**src/core/pgr_pkg.sv**
```systemverilog
package pgr_pkg;

  // Register offsets on the serial management interface
  localparam logic [7:0] PGR_OFS_PIN_MASK = 8'hac;
  localparam logic [7:0] PGR_OFS_TERM_DIS = 8'had;
  localparam logic [7:0] PGR_OFS_AUX_CTRL = 8'hae;

  // Pin-mask field positions
  localparam int PGR_OUT1_IN3_BIT = 7;
  localparam int PGR_OUT1_IN6_BIT = 6;
  localparam int PGR_OUT4_IN3_BIT = 5;
  localparam int PGR_OUT4_IN6_BIT = 4;
  localparam int PGR_OUT2_IN3_BIT = 3;
  localparam int PGR_OUT2_IN6_BIT = 2;
  localparam int PGR_OUT3_IN3_BIT = 1;
  localparam int PGR_OUT3_IN6_BIT = 0;

  // Termination discharge field
  localparam int PGR_TERM_DIS_BIT = 4;

  // Auxiliary rail control fields
  localparam int PGR_AUX_DIS_HI = 7;
  localparam int PGR_AUX_DIS_LO = 6;
  localparam int PGR_AUX_SDWN_BIT = 5;
  localparam int PGR_AUX_VID_HI = 4;
  localparam int PGR_AUX_VID_LO = 1;
  localparam int PGR_AUX_EN_BIT = 0;

  // Discharge load selections
  typedef enum logic [1:0] {
    PGR_DIS_NONE = 2'h0,
    PGR_DIS_100 = 2'h1,
    PGR_DIS_200 = 2'h2,
    PGR_DIS_500 = 2'h3
  } pgr_dis_t;

  // Shutdown-off duration selections (factory programmed)
  localparam logic [1:0] PGR_SD_1MS = 2'h0;
  localparam logic [1:0] PGR_SD_5MS = 2'h1;
  localparam logic [1:0] PGR_SD_10MS = 2'h2;
  localparam logic [1:0] PGR_SD_100MS = 2'h3;

  // Timing: clock rate and shutdown durations in ms
  localparam int PGR_CLK_HZ = 200_000_000;
  localparam int PGR_TICK_CYCLES = PGR_CLK_HZ / 1000;
  localparam int PGR_SD_1MS_T = 1;
  localparam int PGR_SD_5MS_T = 5;
  localparam int PGR_SD_10MS_T = 10;
  localparam int PGR_SD_100MS_T = 100;

endpackage : pgr_pkg

```
**src/core/pgr_ms_tick.sv**
```systemverilog
// Millisecond enable pulse divided down from the system clock
module pgr_ms_tick #(
  parameter int TICK_CYCLES = pgr_pkg::PGR_TICK_CYCLES
) (
  input wire logic clock_in,
  input wire logic rst_n_in,
  input wire logic run_in,
  output logic tick_out
);

  logic [17:0] cnt_q;

  // Free count while running, one-cycle pulse at wrap
  always_ff @(posedge clock_in or negedge rst_n_in) begin
    if (!rst_n_in) begin
      cnt_q <= 18'h0_0000;
    end else if (!run_in) begin
      cnt_q <= 18'h0_0000;
    end else if (cnt_q == 18'(TICK_CYCLES - 1)) begin
      cnt_q <= 18'h0_0000;
    end else begin
      cnt_q <= cnt_q + 18'h0_0001;
    end
  end

  assign tick_out = run_in && (cnt_q == 18'(TICK_CYCLES - 1));

endmodule : pgr_ms_tick

```
**src/core/pgr_regs.sv**
```systemverilog
// Summary of operation
// - Pin-mask bits 7,6 drop input three/six from the first power-good.
// - Pin-mask bits 5,4 drop input three/six from the fourth power-good.
// - Pin-mask bits 3,2 drop input three/six from the second power-good.
// - Pin-mask bits 1,0 drop input three/six from the third power-good.
// - Termination discharge bit 4 selects none or a 100 ohm load.
// - Shutdown-config 0: rail turns off for factory time on shutdown.
// - Shutdown-config 1: rail ignores shutdown, follows enable only.
// - In sequence without merged switches, controls second load switch.
// - Aux bits 4:1 select the adjustable regulator output voltage code.
// - Aux bit 0 enables the controlled rail.
module pgr_regs (
  input wire logic clock_in,
  input wire logic rst_n_in,
  // Register port of the serial management interface
  input wire logic reg_wr_in,
  input wire logic reg_rd_in,
  input wire logic [7:0] reg_addr_in,
  input wire logic [7:0] reg_wdata_in,
  output logic [7:0] reg_rdata_out,
  output logic reg_hit_out,
  // Factory storage image, valid while otp_load_in is high
  input wire logic otp_load_in,
  input wire logic [7:0] otp_pin_mask_in,
  input wire logic [7:0] otp_term_dis_in,
  input wire logic [7:0] otp_aux_ctrl_in,
  input wire logic [1:0] otp_sd_time_in,
  input wire logic otp_aux_in_seq_in,
  input wire logic otp_switch_merge_in,
  // Power-good trees
  input wire logic [3:0] pg_tree_in,
  input wire logic control_input_three_in,
  input wire logic control_input_six_in,
  output logic pg_out_first_out,
  output logic pg_out_second_out,
  output logic pg_out_third_out,
  output logic pg_out_fourth_out,
  // Rails
  input wire logic emergency_shutdown_in,
  output logic term_discharge_sel_out,
  output logic [1:0] aux_discharge_sel_out,
  output logic [3:0] aux_voltage_code_out,
  output logic adj_reg_enable_out,
  output logic load_switch_second_enable_out,
  output logic aux_rail_off_busy_out
);

  logic [7:0] pin_mask_q;
  logic [7:0] term_dis_q;
  logic [7:0] aux_ctrl_q;
  logic [1:0] sd_time_q;
  logic to_switch_q;
  logic [6:0] sd_left_q;
  logic sd_busy_q;
  logic sd_prev_q;
  logic tick;
  logic rail_on;
  logic [3:0] pg_d;

  typedef enum logic [2:0] {
    PGR_ST_ON = 3'b001,
    PGR_ST_OFF = 3'b010,
    PGR_ST_HOLD = 3'b100
  } pgr_state_t;
  pgr_state_t st_q;

  // Contribution of one pin: a set mask bit removes it from the tree
  function automatic logic pin_ok(input logic pin, input logic msk);
    pin_ok = pin | msk;
  endfunction : pin_ok

  // Duration in ms for a factory time selection
  function automatic logic [6:0] sd_ms(input logic [1:0] sel);
    unique case (sel)
      pgr_pkg::PGR_SD_1MS: sd_ms = 7'(pgr_pkg::PGR_SD_1MS_T);
      pgr_pkg::PGR_SD_5MS: sd_ms = 7'(pgr_pkg::PGR_SD_5MS_T);
      pgr_pkg::PGR_SD_10MS: sd_ms = 7'(pgr_pkg::PGR_SD_10MS_T);
      default: sd_ms = 7'(pgr_pkg::PGR_SD_100MS_T);
    endcase
  endfunction : sd_ms

  // Registers: cleared under reset, then loaded from factory storage
  always_ff @(posedge clock_in or negedge rst_n_in) begin
    if (!rst_n_in) begin
      pin_mask_q <= 8'h00;
      term_dis_q <= 8'h00;
      aux_ctrl_q <= 8'h00;
    end else if (otp_load_in) begin
      pin_mask_q <= otp_pin_mask_in;
      term_dis_q <= otp_term_dis_in;
      aux_ctrl_q <= otp_aux_ctrl_in;
    end else if (reg_wr_in) begin
      unique case (reg_addr_in)
        pgr_pkg::PGR_OFS_PIN_MASK: pin_mask_q <= reg_wdata_in;
        // Reserved bits stored as written; software keeps them matching
        pgr_pkg::PGR_OFS_TERM_DIS: term_dis_q <= reg_wdata_in;
        pgr_pkg::PGR_OFS_AUX_CTRL: aux_ctrl_q <= reg_wdata_in;
        default: ;
      endcase
    end
  end

  // Factory strap values caught while loading
  always_ff @(posedge clock_in or negedge rst_n_in) begin
    if (!rst_n_in) begin
      sd_time_q <= 2'h0;
      to_switch_q <= 1'b0;
    end else if (otp_load_in) begin
      sd_time_q <= otp_sd_time_in;
      to_switch_q <= otp_aux_in_seq_in & ~otp_switch_merge_in;
    end
  end

  // Read mux, unmapped offsets read zero with hit low
  always_comb begin
    reg_rdata_out = 8'h00;
    reg_hit_out = 1'b1;
    unique case (reg_addr_in)
      pgr_pkg::PGR_OFS_PIN_MASK: reg_rdata_out = pin_mask_q;
      pgr_pkg::PGR_OFS_TERM_DIS: reg_rdata_out = term_dis_q;
      pgr_pkg::PGR_OFS_AUX_CTRL: reg_rdata_out = aux_ctrl_q;
      default: reg_hit_out = 1'b0;
    endcase
    if (!reg_rd_in && !reg_wr_in) begin
      reg_hit_out = 1'b0;
    end
  end

  // Power-good trees with the two pins gated by their masks
  always_comb begin
    pg_d[0] = pg_tree_in[0]
      & pin_ok(control_input_three_in, pin_mask_q[pgr_pkg::PGR_OUT1_IN3_BIT])
      & pin_ok(control_input_six_in, pin_mask_q[pgr_pkg::PGR_OUT1_IN6_BIT]);
    pg_d[1] = pg_tree_in[1]
      & pin_ok(control_input_three_in, pin_mask_q[pgr_pkg::PGR_OUT2_IN3_BIT])
      & pin_ok(control_input_six_in, pin_mask_q[pgr_pkg::PGR_OUT2_IN6_BIT]);
    pg_d[2] = pg_tree_in[2]
      & pin_ok(control_input_three_in, pin_mask_q[pgr_pkg::PGR_OUT3_IN3_BIT])
      & pin_ok(control_input_six_in, pin_mask_q[pgr_pkg::PGR_OUT3_IN6_BIT]);
    pg_d[3] = pg_tree_in[3]
      & pin_ok(control_input_three_in, pin_mask_q[pgr_pkg::PGR_OUT4_IN3_BIT])
      & pin_ok(control_input_six_in, pin_mask_q[pgr_pkg::PGR_OUT4_IN6_BIT]);
  end

  // Power-good outputs, all four registered one cycle behind the trees
  always_ff @(posedge clock_in or negedge rst_n_in) begin
    if (!rst_n_in) begin
      pg_out_first_out <= 1'b0;
      pg_out_second_out <= 1'b0;
      pg_out_third_out <= 1'b0;
      pg_out_fourth_out <= 1'b0;
    end else begin
      pg_out_first_out <= pg_d[0];
      pg_out_second_out <= pg_d[1];
      pg_out_third_out <= pg_d[2];
      pg_out_fourth_out <= pg_d[3];
    end
  end

  pgr_ms_tick u_tick (
    .clock_in(clock_in),
    .rst_n_in(rst_n_in),
    .run_in(sd_busy_q),
    .tick_out(tick)
  );

  // Emergency shutdown: rising edge starts a timed off period
  always_ff @(posedge clock_in or negedge rst_n_in) begin
    if (!rst_n_in) begin
      st_q <= PGR_ST_ON;
      sd_left_q <= 7'h00;
      sd_busy_q <= 1'b0;
      sd_prev_q <= 1'b0;
    end else begin
      sd_prev_q <= emergency_shutdown_in;
      unique case (st_q)
        PGR_ST_ON: begin
          if (emergency_shutdown_in && !sd_prev_q
              && !aux_ctrl_q[pgr_pkg::PGR_AUX_SDWN_BIT]) begin
            st_q <= PGR_ST_OFF;
            sd_left_q <= sd_ms(sd_time_q);
            sd_busy_q <= 1'b1;
          end
        end
        PGR_ST_OFF: begin
          if (tick) begin
            if (sd_left_q == 7'h01) begin
              st_q <= PGR_ST_HOLD;
              sd_busy_q <= 1'b0;
            end
            sd_left_q <= sd_left_q - 7'h01;
          end
        end
        PGR_ST_HOLD: begin
          // Wait for shutdown to drop before re-arming
          if (!emergency_shutdown_in) begin
            st_q <= PGR_ST_ON;
          end
        end
      endcase
    end
  end

  // Bypass mode follows enable alone; otherwise off while timing
  assign rail_on = aux_ctrl_q[pgr_pkg::PGR_AUX_EN_BIT]
    && (aux_ctrl_q[pgr_pkg::PGR_AUX_SDWN_BIT]
        || st_q != PGR_ST_OFF);

  // Rail and discharge outputs
  always_ff @(posedge clock_in or negedge rst_n_in) begin
    if (!rst_n_in) begin
      term_discharge_sel_out <= 1'b0;
      aux_discharge_sel_out <= 2'h0;
      aux_voltage_code_out <= 4'h0;
      adj_reg_enable_out <= 1'b0;
      load_switch_second_enable_out <= 1'b0;
      aux_rail_off_busy_out <= 1'b0;
    end else begin
      term_discharge_sel_out <=
        term_dis_q[pgr_pkg::PGR_TERM_DIS_BIT];
      aux_discharge_sel_out <=
        aux_ctrl_q[pgr_pkg::PGR_AUX_DIS_HI:pgr_pkg::PGR_AUX_DIS_LO];
      aux_voltage_code_out <=
        aux_ctrl_q[pgr_pkg::PGR_AUX_VID_HI:pgr_pkg::PGR_AUX_VID_LO];
      adj_reg_enable_out <= rail_on && !to_switch_q;
      load_switch_second_enable_out <= rail_on && to_switch_q;
      aux_rail_off_busy_out <= (st_q == PGR_ST_OFF);
    end
  end

endmodule : pgr_regs

```
**config.mk**
```make
export PLATFORM = sky130hd
export DESIGN_NAME = pgr_regs
export DESIGN_NICKNAME = d
export VERILOG_FILES = /design/src/core/pgr_pkg.sv /design/src/core/pgr_ms_tick.sv /design/src/core/pgr_regs.sv
export SDC_FILE = /design/constraint.sdc
export NUM_CORES = 1
export LEC_CHECK = 0
export BUFFER_PORTS_ARGS = -buffer_cell sky130_fd_sc_hd__buf_2
export CORE_MARGIN = 4
export CORE_UTILIZATION = 58
export CTS_BUF_LIST = sky130_fd_sc_hd__clkbuf_16
export DETAILED_ROUTE_END_ITERATION = 8
export GPL_TIMING_DRIVEN = 0
export PLACE_DENSITY = 0.84
export SKIP_LAST_GASP = 1
export SLEW_MARGIN = 20
export SYNTH_ARGS = -nofsm -noshare
export SYNTH_HDL_FRONTEND = slang
export SYNTH_SLANG_ARGS = --single-unit
```
**constraint.sdc**
```tcl
create_clock -name clock_in -period 4.7 [get_ports clock_in]
set_input_delay 1.41 -clock clock_in [delete_from_list [all_inputs] [get_ports clock_in]]
set_output_delay 1.41 -clock clock_in [all_outputs]
set_load 0.1 [all_outputs]
```
==> flow_summary.ini, run 1 <==
[status]
status = finished clean

[final_layout]
nets = 519
syn_to_final_growth_pct = 23.8
layout-drive-gt1-share_pct = 26.2
fin_cells = 540
num_antenna_cells = 0

[route]
drc = 0
wl_um = 9450
vias = 3343
drt_iter0_drc = 176
wl_per_cell_um = 17.5
final_antenna_net_count = 0
drtPass1Iterations = 5
viasPerCell = 6.19

[synthesis]
synth_top_area_share_pct = 48.5
syn_inst = 372
yosysWarnings = 0
synth-seq-area-share_pct = 49.3
yosys.area.top_type = dfrtp_1
syn_area_um2 = 3610
ys_ff_latch = 71
synth_area_per_cell_um2 = 9.70
yosys.cell_types.count = 50
ys_async_sr_fraction_pct = 100
ys.flop_type = dfrtp_1
synth_top_cells_by_area = dfrtp_1 49%, a21oi_1 4.7%, mux2i_1 4.7%
synth_edf_count = 0
syn_nets = 431

[worst_setup_path]
cp.arrival_ns = 3.03
critPathBufInv = 3
start_kind = input port
critPathTopFamily = buffers and inverters
cpMaxStageDelayCell = clkbuf_1
cp_cell_sequence = clkbuf_1 -> clkbuf_2 -> mux2i_1 -> nor2_1 -> a21oi_1 -> nor2_2 -> buf_2
cp_max_fo = 10
worstSetupPathType = in -> out
cp-end-kind = primary output
critPathRequiredTime_ns = 3.29
cpPeakStageDelay_ns = 0.39

[cts]
postCtsSetupRepairBufs = 0
numCtsBuffers = 9
hold_buffers = 0
htreeDepth = 3
clock_sinks = 71
clk_latency_ns = 0.33
clk_path_buf_depth = 2
tritoncts = done
post_cts_resized = 0
cts.clk_slew.worst_paths_ns = 0.06
clock_tree.root_cell = clkbuf_16

[die]
core_region_area_um2 = 5990
dieArea_um2 = 7550
pin_count = 79
die_x_um = 86.9
rows = 28
initial_core_util_pct = 60.2
die_height_um = 86.9

[power]
swShare_pct = 25.7
p_comb_share_pct = 12.8
pwr-share-clk_pct = 46.5
total_power_mw = 1.64
seqPwrFrac_pct = 40.7
p_sw_mw = 0.422
p_int_mw = 1.22
power_density_nw_per_um2 = 368
irDropWorstVdd_v = 0.000247
leakage_nw = 2.03

[place]
place_congestion = 0.908
place_inst = 524
dp_hpwl_um = 6790
portBuffers = 76

[sta]
clock_skew_ns = 0.00485
fin_crit_ns = 4.44
setup_viol = 0
slew_headroom_pct = 62.1
max_freq_mhz = 225
post-route-period-util_pct = 94.4
finalMaxSlewViolations = 0
hold_viol_final = 0
tightestPinTransition_ns = 0.566
rsz0062_at_grt = no

[global_routing]
grt_pass1_wl_um = 15300
grt_usage_pct = 26.0
grt-ovfl-total = 0
antenna_found_initial = 0
grt_pass1_vias = 3263
grt_max_degree = 39

[flow_run]
maxCapViolations = 0

[hold_path]
min_path_type = reg -> reg
==> cell usage in the layout (no fill, tap or decap), types with 3 or more instances in the layout <==
cell,count
a211oi_1,3
mux2_2,3
o221a_2,4
nand2_1,18
or3_1,4
xor2_1,6
o31ai_1,5
and4b_1,3
clkbuf_16,9
o21ai_0,30
and3_1,3
buf_2,75
mux2i_1,17
nand4_1,7
xnor2_1,3
dfrtp_1,70
inv_1,11
nor2b_1,18
or4_1,7
a31oi_1,19
nor2_1,30
bufinv_16,3
nor3_1,4
clkbuf_1,16
nor2_2,8
ha_1,3
nand3_1,8
a21oi_1,34
==> synthesized netlist by cell type, types with 4 or more instances <==
cell type  number
nor2_1         38
a21oi_1        34
or3_1           4
nand4_1         7
nor3_1          4
dfrtp_1        70
o31ai_1         5
mux2i_1        17
a31oi_1        19
o221a_2         4
nand2_1        18
or4_1           7
a211oi_1        4
clkbuf_1       17
inv_1          11
o21ai_0        30
nor2b_1        18
nand3_1         8
xor2_1          6
==> layout make-up <==
type                            instances  area [µm²]
Sequential cell                        71        1780
Fill cell                             429        1520
Timing Repair Buffer                   77         403
Tap cell                               75        93.8
Clock inverter                          7         111
Clock buffer                            9         225
Buffer                                 20        96.3
Inverter                               11        41.3
Multi-Input combinational cell        270        1720
==> sequential cells by signal, indices dropped and copies added (netlist names), 2 cells and up <==
| signal | cells |
|---|---|
| st_q | 3 |
| aux_ctrl_q | 8 |
| term_dis_q | 8 |
| sd_left_q | 7 |
| u_tick.cnt_q | 18 |
| aux_voltage_code_out | 4 |
| aux_discharge_sel_out | 2 |
| pin_mask_q | 8 |
| sd_time_q | 2 |
==> logic make-up after synthesis <==
kind of cell | Yosys count | share of synthesized area [%]
simple gates | 133 | 20.8
mux | 20 | 5.65
fa+ha+maj | 3 | 1.04
flops | 71 | 49.3
xor+xnor | 9 | 2.18
compound gates | 105 | 17.3
buf+inv | 31 | 3.78
==> per-layer routing <==
metal | part of all wire [%] | track usage, % | vias up
met5 | 0 | 0 | -
met4 | 3.0 | 12.3 | 0
met3 | 8.7 | 4.82 | 37
met2 | 49 | 42.1 | 187
met1 | 39 | 33.6 | 1575
li1 | - | - | 1544
==> power groups by stage <==
stage               logic [mW]  clock network, mW  registers, mW
finish                   0.210              0.764          0.668
global route             0.226              0.798          0.671
CTS                      0.210              0.770          0.667
detailed placement       0.209                  0          0.678
global placement         0.203                  0          0.676
floorplan               0.0722                  0          0.738
==> stage by stage <==
stage	util, %	setup slack [ns]	hold WS (ns)	TNS (ns)	cell area, µm²
3_3_place_gp	68.6	0.176	0.383	0	4110
4_1_cts	74.6	0.147	0.412	0	4470
5_1_grt	74.6	0.114	0.422	0	4470
3_5_place_dp	68.9	0.158	0.401	0	4130
2_1_floorplan	-	-0.00879	0.368	-0.00879	3630
6_report	74.6	0.261	0.411	0	4470
==> path summary, 6_finish.rpt <==
| kind | cells after the start | end | startpoint | slack (ns) |
|---|---|---|---|---|
| hold / removal | 0 | term_discharge_sel_out$_DFF_PN0_ | term_dis_q[4]$_DFFE_PN0P_ | 0.41 |
| setup reg to reg | 6 | u_tick.cnt_q[8]$_DFF_PN0_ | u_tick.cnt_q[15]$_DFF_PN0_ | 2.18 |
| hold reg to reg | 0 | term_discharge_sel_out$_DFF_PN0_ | term_dis_q[4]$_DFFE_PN0P_ | 0.41 |
| max in group asynchronous | 2 | term_dis_q[3]$_DFFE_PN0P_ | rst_n_in | 3.12 |
| min in group asynchronous | 1 | u_tick.cnt_q[11]$_DFF_PN0_ | rst_n_in | 1.02 |
| setup / recovery | 7 | reg_rdata_out[0] | reg_addr_in[0] | 0.26 |
(Power assumes the default switching activity.)
==> run 2, diff against run 1 <==
Settings changed: CELL_PAD_IN_SITES_DETAIL_PLACEMENT set to 0, CELL_PAD_IN_SITES_GLOBAL_PLACEMENT set to 1, CORE_UTILIZATION 58 to 44, PLACE_DENSITY 0.84 to unset, PLACE_DENSITY_LB_ADDON set to 0.1.
==> flow_summary.ini, run 2 (same netlist as run 1, synthesis figures left out) <==
[global_routing]
grt_usage_pct = 20.3
grt_pass1_vias = 3178
antenna_found_initial = 0
grt_pass1_wl_um = 15800
grt-ovfl-total = 0
grt_max_degree = 44

[final_layout]
num_antenna_cells = 0
final_common_cell = buf_2
nets = 519
layout-drive-gt1-share_pct = 25.6
nFillCells = 743
largest_register_ffs = 18
fin_cells = 567
syn_to_final_growth_pct = 23.3
largest_register = u_tick.cnt_q
final_cell_mix = 75 x buf_2, 70 x dfrtp_1, 34 x a21oi_1

[cts]
clk_path_buf_depth = 2
clock_tree.root_cell = clkbuf_16
cts.clk_slew.worst_paths_ns = 0.05
numCtsBuffers = 9
clk_latency_ns = 0.33
htreeDepth = 3
tritoncts = done
clock_sinks = 71

[place]
portBuffers = 76
place_inst = 551
place_congestion = 0.855
dp_hpwl_um = 6870

[power]
pwr-share-clk_pct = 42.7
total_power_mw = 1.53
swShare_pct = 27.5
leakage_nw = 2.01
p_comb_share_pct = 13.7
irDropWorstVdd_v = 0.000177
p_int_mw = 1.11
p_sw_mw = 0.421
power_density_nw_per_um2 = 344
seqPwrFrac_pct = 43.6

[die]
die_height_um = 98.6
pin_count = 79
die_x_um = 98.6
initial_core_util_pct = 46.0
core_region_area_um2 = 7850
rows = 32
dieArea_um2 = 9710

[route]
viasPerCell = 5.54
wl_um = 9410
wl_per_cell_um = 16.6
drc = 0
final_antenna_net_count = 0
vias = 3142
drtPass1Iterations = 4
drt_iter0_drc = 99

[sta]
post-route-period-util_pct = 95.1
setup_viol = 0
finalMaxSlewViolations = 0
tightestPinTransition_ns = 0.578
rsz0062_at_grt = no
slew_headroom_pct = 61.3
max_freq_mhz = 224
fin_crit_ns = 4.47
clock_skew_ns = 0.00391
totalNegativeSetupSlack_ns = 0
hold_viol_final = 0

[flow_run]
maxCapViolations = 0

[worst_setup_path]
worstSetupPathType = in -> out
critPathRequiredTime_ns = 3.29
cp.arrival_ns = 3.06
cp_max_fo = 10
start_kind = input port
worstReg2RegEnd = u_tick.cnt_q[3]$_DFF_PN0_
r2r_cells = 6
reg2reg_slack_ns = 2.26
r2r-start = u_tick.cnt_q[15]$_DFF_PN0_
cp-end-kind = primary output

[hold_path]
min_path_type = reg -> reg
min_from = aux_ctrl_q[1]$_DFFE_PN0P_
hold_end = aux_voltage_code_out[0]$_DFF_PN0_
whs_path_depth = 0

[status]
status = finished clean
==> run 2: cell count changes in the layout (fill, tap and decap cells not counted), sizes merged <==
cell | before | now
inv | 11 | 13
bufinv | 3 | 1
==> run 2: how the worst max path moves through the flow <==
stage / slack, ns / startpoint / endpoint
3_5_place_dp: 0.13 / reg_addr_in[0] / reg_rdata_out[4]
5_1_grt: 0.11 / reg_addr_in[0] / reg_rdata_out[0]
2_1_floorplan: -0.009 / reg_addr_in[6] / reg_hit_out
4_1_cts: 0.12 / reg_addr_in[0] / reg_rdata_out[4]
6_report: 0.23 / reg_addr_in[0] / reg_rdata_out[0]
3_3_place_gp: 0.11 / reg_addr_in[0] / reg_rdata_out[4]
==> run 2: layer usage <==
layer  vias to the layer above  GRT usage [%]  part of all wire [%]
li1                       1541              -                     -
met1                      1521           26.6                    45
met2                        68           32.7                    49
met3                        12           5.87                   4.9
met4                         0           5.88                   1.4
met5                         -              0                     0
==> run 2: critical path, cell delays in order <==
cell      delay [ns]
clkbuf_1        0.42
clkbuf_2        0.34
mux2i_1         0.29
nor2_1          0.07
a21oi_1         0.16
nor2_2          0.05
buf_2           0.31
==> run 2: power by group through the flow <==
stage	Combinational, mW	Clock [mW]	Sequential (mW)
finish	0.209	0.653	0.667
global route	0.228	0.698	0.671
CTS	0.211	0.664	0.667
detailed placement	0.211	0	0.678
global placement	0.207	0	0.677
floorplan	0.0722	0	0.738
==> run 2: cell type report <==
cell class                      instances  area, µm²  area share [%]
Clock inverter                          7       57.6            1.29
Buffer                                 20       96.3            2.17
Clock buffer                            9        225            5.06
Inverter                               11       41.3           0.928
Tap cell                              102        128            2.87
Timing Repair Buffer                   77        403            9.06
Multi-Input combinational cell        270       1720            38.6
Sequential cell                        71       1780            40.0
==> run 2: stage by stage <==
step | util (%) | cell area, µm² | hold WS (ns) | setup slack, ns
after CTS | 56.7 | 4450 | 0.400 | 0.118
after global placement | 52.8 | 4140 | 0.391 | 0.107
after global routing | 56.7 | 4450 | 0.412 | 0.111
after floorplan | - | 3630 | 0.368 | -0.00879
final | 56.7 | 4450 | 0.398 | 0.228
after detailed placement | 53.1 | 4160 | 0.397 | 0.131
==> run 2: what timing repair did <==
action | CTS | global route
resized for setup | 0 | 2
endpoints found under the setup margin | 0 | 3
hold buffers | 0 | 0
buffers inserted | 0 | 0
==> run 3, diff against run 2 <==
Settings changed: CORE_UTILIZATION 44 to 46, SYNTH_HIERARCHICAL set to 1.
==> flow_summary.ini, run 3 <==
[power]
total_power_mw = 1.52
power_density_nw_per_um2 = 346
leakage_nw = 1.98
irDropWorstVdd_v = 0.000190

[cts]
clk_latency_ns = 0.32
clk_path_buf_depth = 2
numCtsBuffers = 9
hold_buffers = 0
post_cts_resized = 0
postCtsSetupRepairBufs = 0
htreeDepth = 3
cts.clk_slew.worst_paths_ns = 0.05
clock_tree.root_cell = clkbuf_16
tritoncts = done
clock_sinks = 71

[synthesis]
synth_commonest_cells = 70 x dfrtp_1, 45 x mux2_2, 45 x nor2_1
yosysWarnings = 6
synth_area_per_cell_um2 = 11.2
syn_inst = 318
synth_top_cells_by_area = dfrtp_1 49%, mux2_2 14%, nor2_1 4.7%
yosys.cell_types.count = 52
ys.flop_type = dfrtp_1
ys_ff_latch = 71
synth_edf_count = 0
yosysMostFrequentCell = dfrtp_1
syn_area_um2 = 3570
synth_top_area_share_pct = 49.1
synth-seq-area-share_pct = 49.9
yosys.area.top_type = dfrtp_1
syn_nets = 377
ys_async_sr_fraction_pct = 100

[route]
final_antenna_net_count = 0
wl_um = 8170
drt_iter0_drc = 68
wl_per_cell_um = 16.0
drtPass1Iterations = 4
drc = 0
viasPerCell = 5.38
vias = 2751

[flow_run]
maxCapViolations = 0

[final_layout]
final_cell_mix = 78 x buf_2, 70 x dfrtp_1, 45 x mux2_2
final_common_cell = buf_2
syn_to_final_growth_pct = 23.3
largest_register_ffs = 18
nets = 466
final_area_um2 = 4400
layout-drive-gt1-share_pct = 38.1
largest_register = u_tick/cnt_q
num_antenna_cells = 0

[sta]
post-route-period-util_pct = 94.0
hold_viol_final = 0
max_freq_mhz = 226
slew_headroom_pct = 46.6
setup_viol = 0
fin_hold_ws_ns = 0.398
finalMaxSlewViolations = 0
tightestPinTransition_ns = 0.801
fin_crit_ns = 4.42
clock_skew_ns = 0.00562
rsz0062_at_grt = no

[worst_setup_path]
r2r-start = u_tick/cnt_q[13]$_DFF_PN0_
reg2reg_slack_ns = 2.29
cp-end-kind = primary output
cp.arrival_ns = 3.01
r2r_cells = 6
worstSetupPathType = in -> out
start_kind = input port
critPathRequiredTime_ns = 3.29
worstReg2RegEnd = sd_left_q[4]$_DFFE_PN0P_
cp_max_fo = 10

[die]
rows = 31
dieArea_um2 = 9220
die_height_um = 96.0
die_x_um = 96.0
pin_count = 79
initial_core_util_pct = 48.1
core_region_area_um2 = 7410

[place]
portBuffers = 77
placed_cell_area_um2 = 4120
place_congestion = 0.784
dp_hpwl_um = 5890

[status]
status = finished clean

[hold_path]
min_from = term_dis_q[4]$_DFFE_PN0P_
whs_path_depth = 0
min_path_type = reg -> reg
hold_end = term_discharge_sel_out$_DFF_PN0_

[global_routing]
grt_max_degree = 51
grt_usage_pct = 19.6
grt_pass1_vias = 2807
grt-ovfl-total = 0
antenna_found_initial = 2
grt_pass1_wl_um = 13700
## run 3: worst max-delay path: stages
cell and delay, ns:
buf_2 0.10, clkbuf_1 0.61, mux2i_1 0.16, nor2_1 0.13, a21oi_1 0.05, nor2_1 0.10, buf_2 0.44
## run 3: area by class of cell
| type | count | area [µm²] |
|---|---|---|
| flip-flops and latches | 71 | 1780 |
| repair buffers | 78 | 415 |
| inverters | 8 | 31.3 |
| fillers | 664 | 3010 |
| clock buffers | 9 | 225 |
| multi-input cells | 228 | 1710 |
| plain buffers | 11 | 55.1 |
| well taps | 99 | 124 |
| clock inverters | 7 | 57.6 |
## run 3: worst max-delay path by stage
stage / from / endpoint / slack (ns)
after floorplan: reg_addr_in[0] / reg_rdata_out[2] / -0.06
after global placement: reg_addr_in[0] / reg_rdata_out[6] / 0.28
after detailed placement: reg_addr_in[4] / reg_hit_out / 0.30
after CTS: reg_addr_in[0] / reg_rdata_out[6] / 0.28
after global routing: reg_addr_in[0] / reg_rdata_out[7] / 0.09
final: reg_addr_in[0] / reg_rdata_out[6] / 0.28
## run 3: cells by family after synthesis
group                      after synthesis  share of synthesized area [%]
buffers and inverters                   19                           2.42
DFF                                     71                           49.9
adders and majority gates                3                           1.05
muxes                                   58                           18.0
xor gates and xnor gates                14                           3.44
AOI/OAI and AO/OA                       46                           8.63
and+or+nand+nor                        107                           16.6
## run 3: per-layer routing
layer / global-route usage [%] / up-vias / routed length (µm)
li1: - / 1337 / -
met1: 25.2 / 1322 / 3650
met2: 31.7 / 72 / 3880
met3: 5.24 / 16 / 459
met4: 7.11 / 4 / 154
met5: 0 / - / 25
## run 3: power breakdown
group          total (mW)  switching, mW  leakage [nW]  internal, mW
Combinational       0.214          0.140         0.946        0.0744
Clock               0.644          0.242         0.143         0.402
Sequential          0.665         0.0198         0.888         0.646
Total                1.52          0.402          1.98          1.12
## run 3: metrics by stage
stage                     util, %  setup TNS [ns]  std cells  setup slack (ns)
after floorplan                 -          -0.429        318           -0.0630
after detailed placement     55.5               0        495             0.299
after global routing         59.4               0        511            0.0898
after global placement       55.1               0        494             0.278
after CTS                    59.4               0        511             0.279
final                        59.4               0        511             0.283
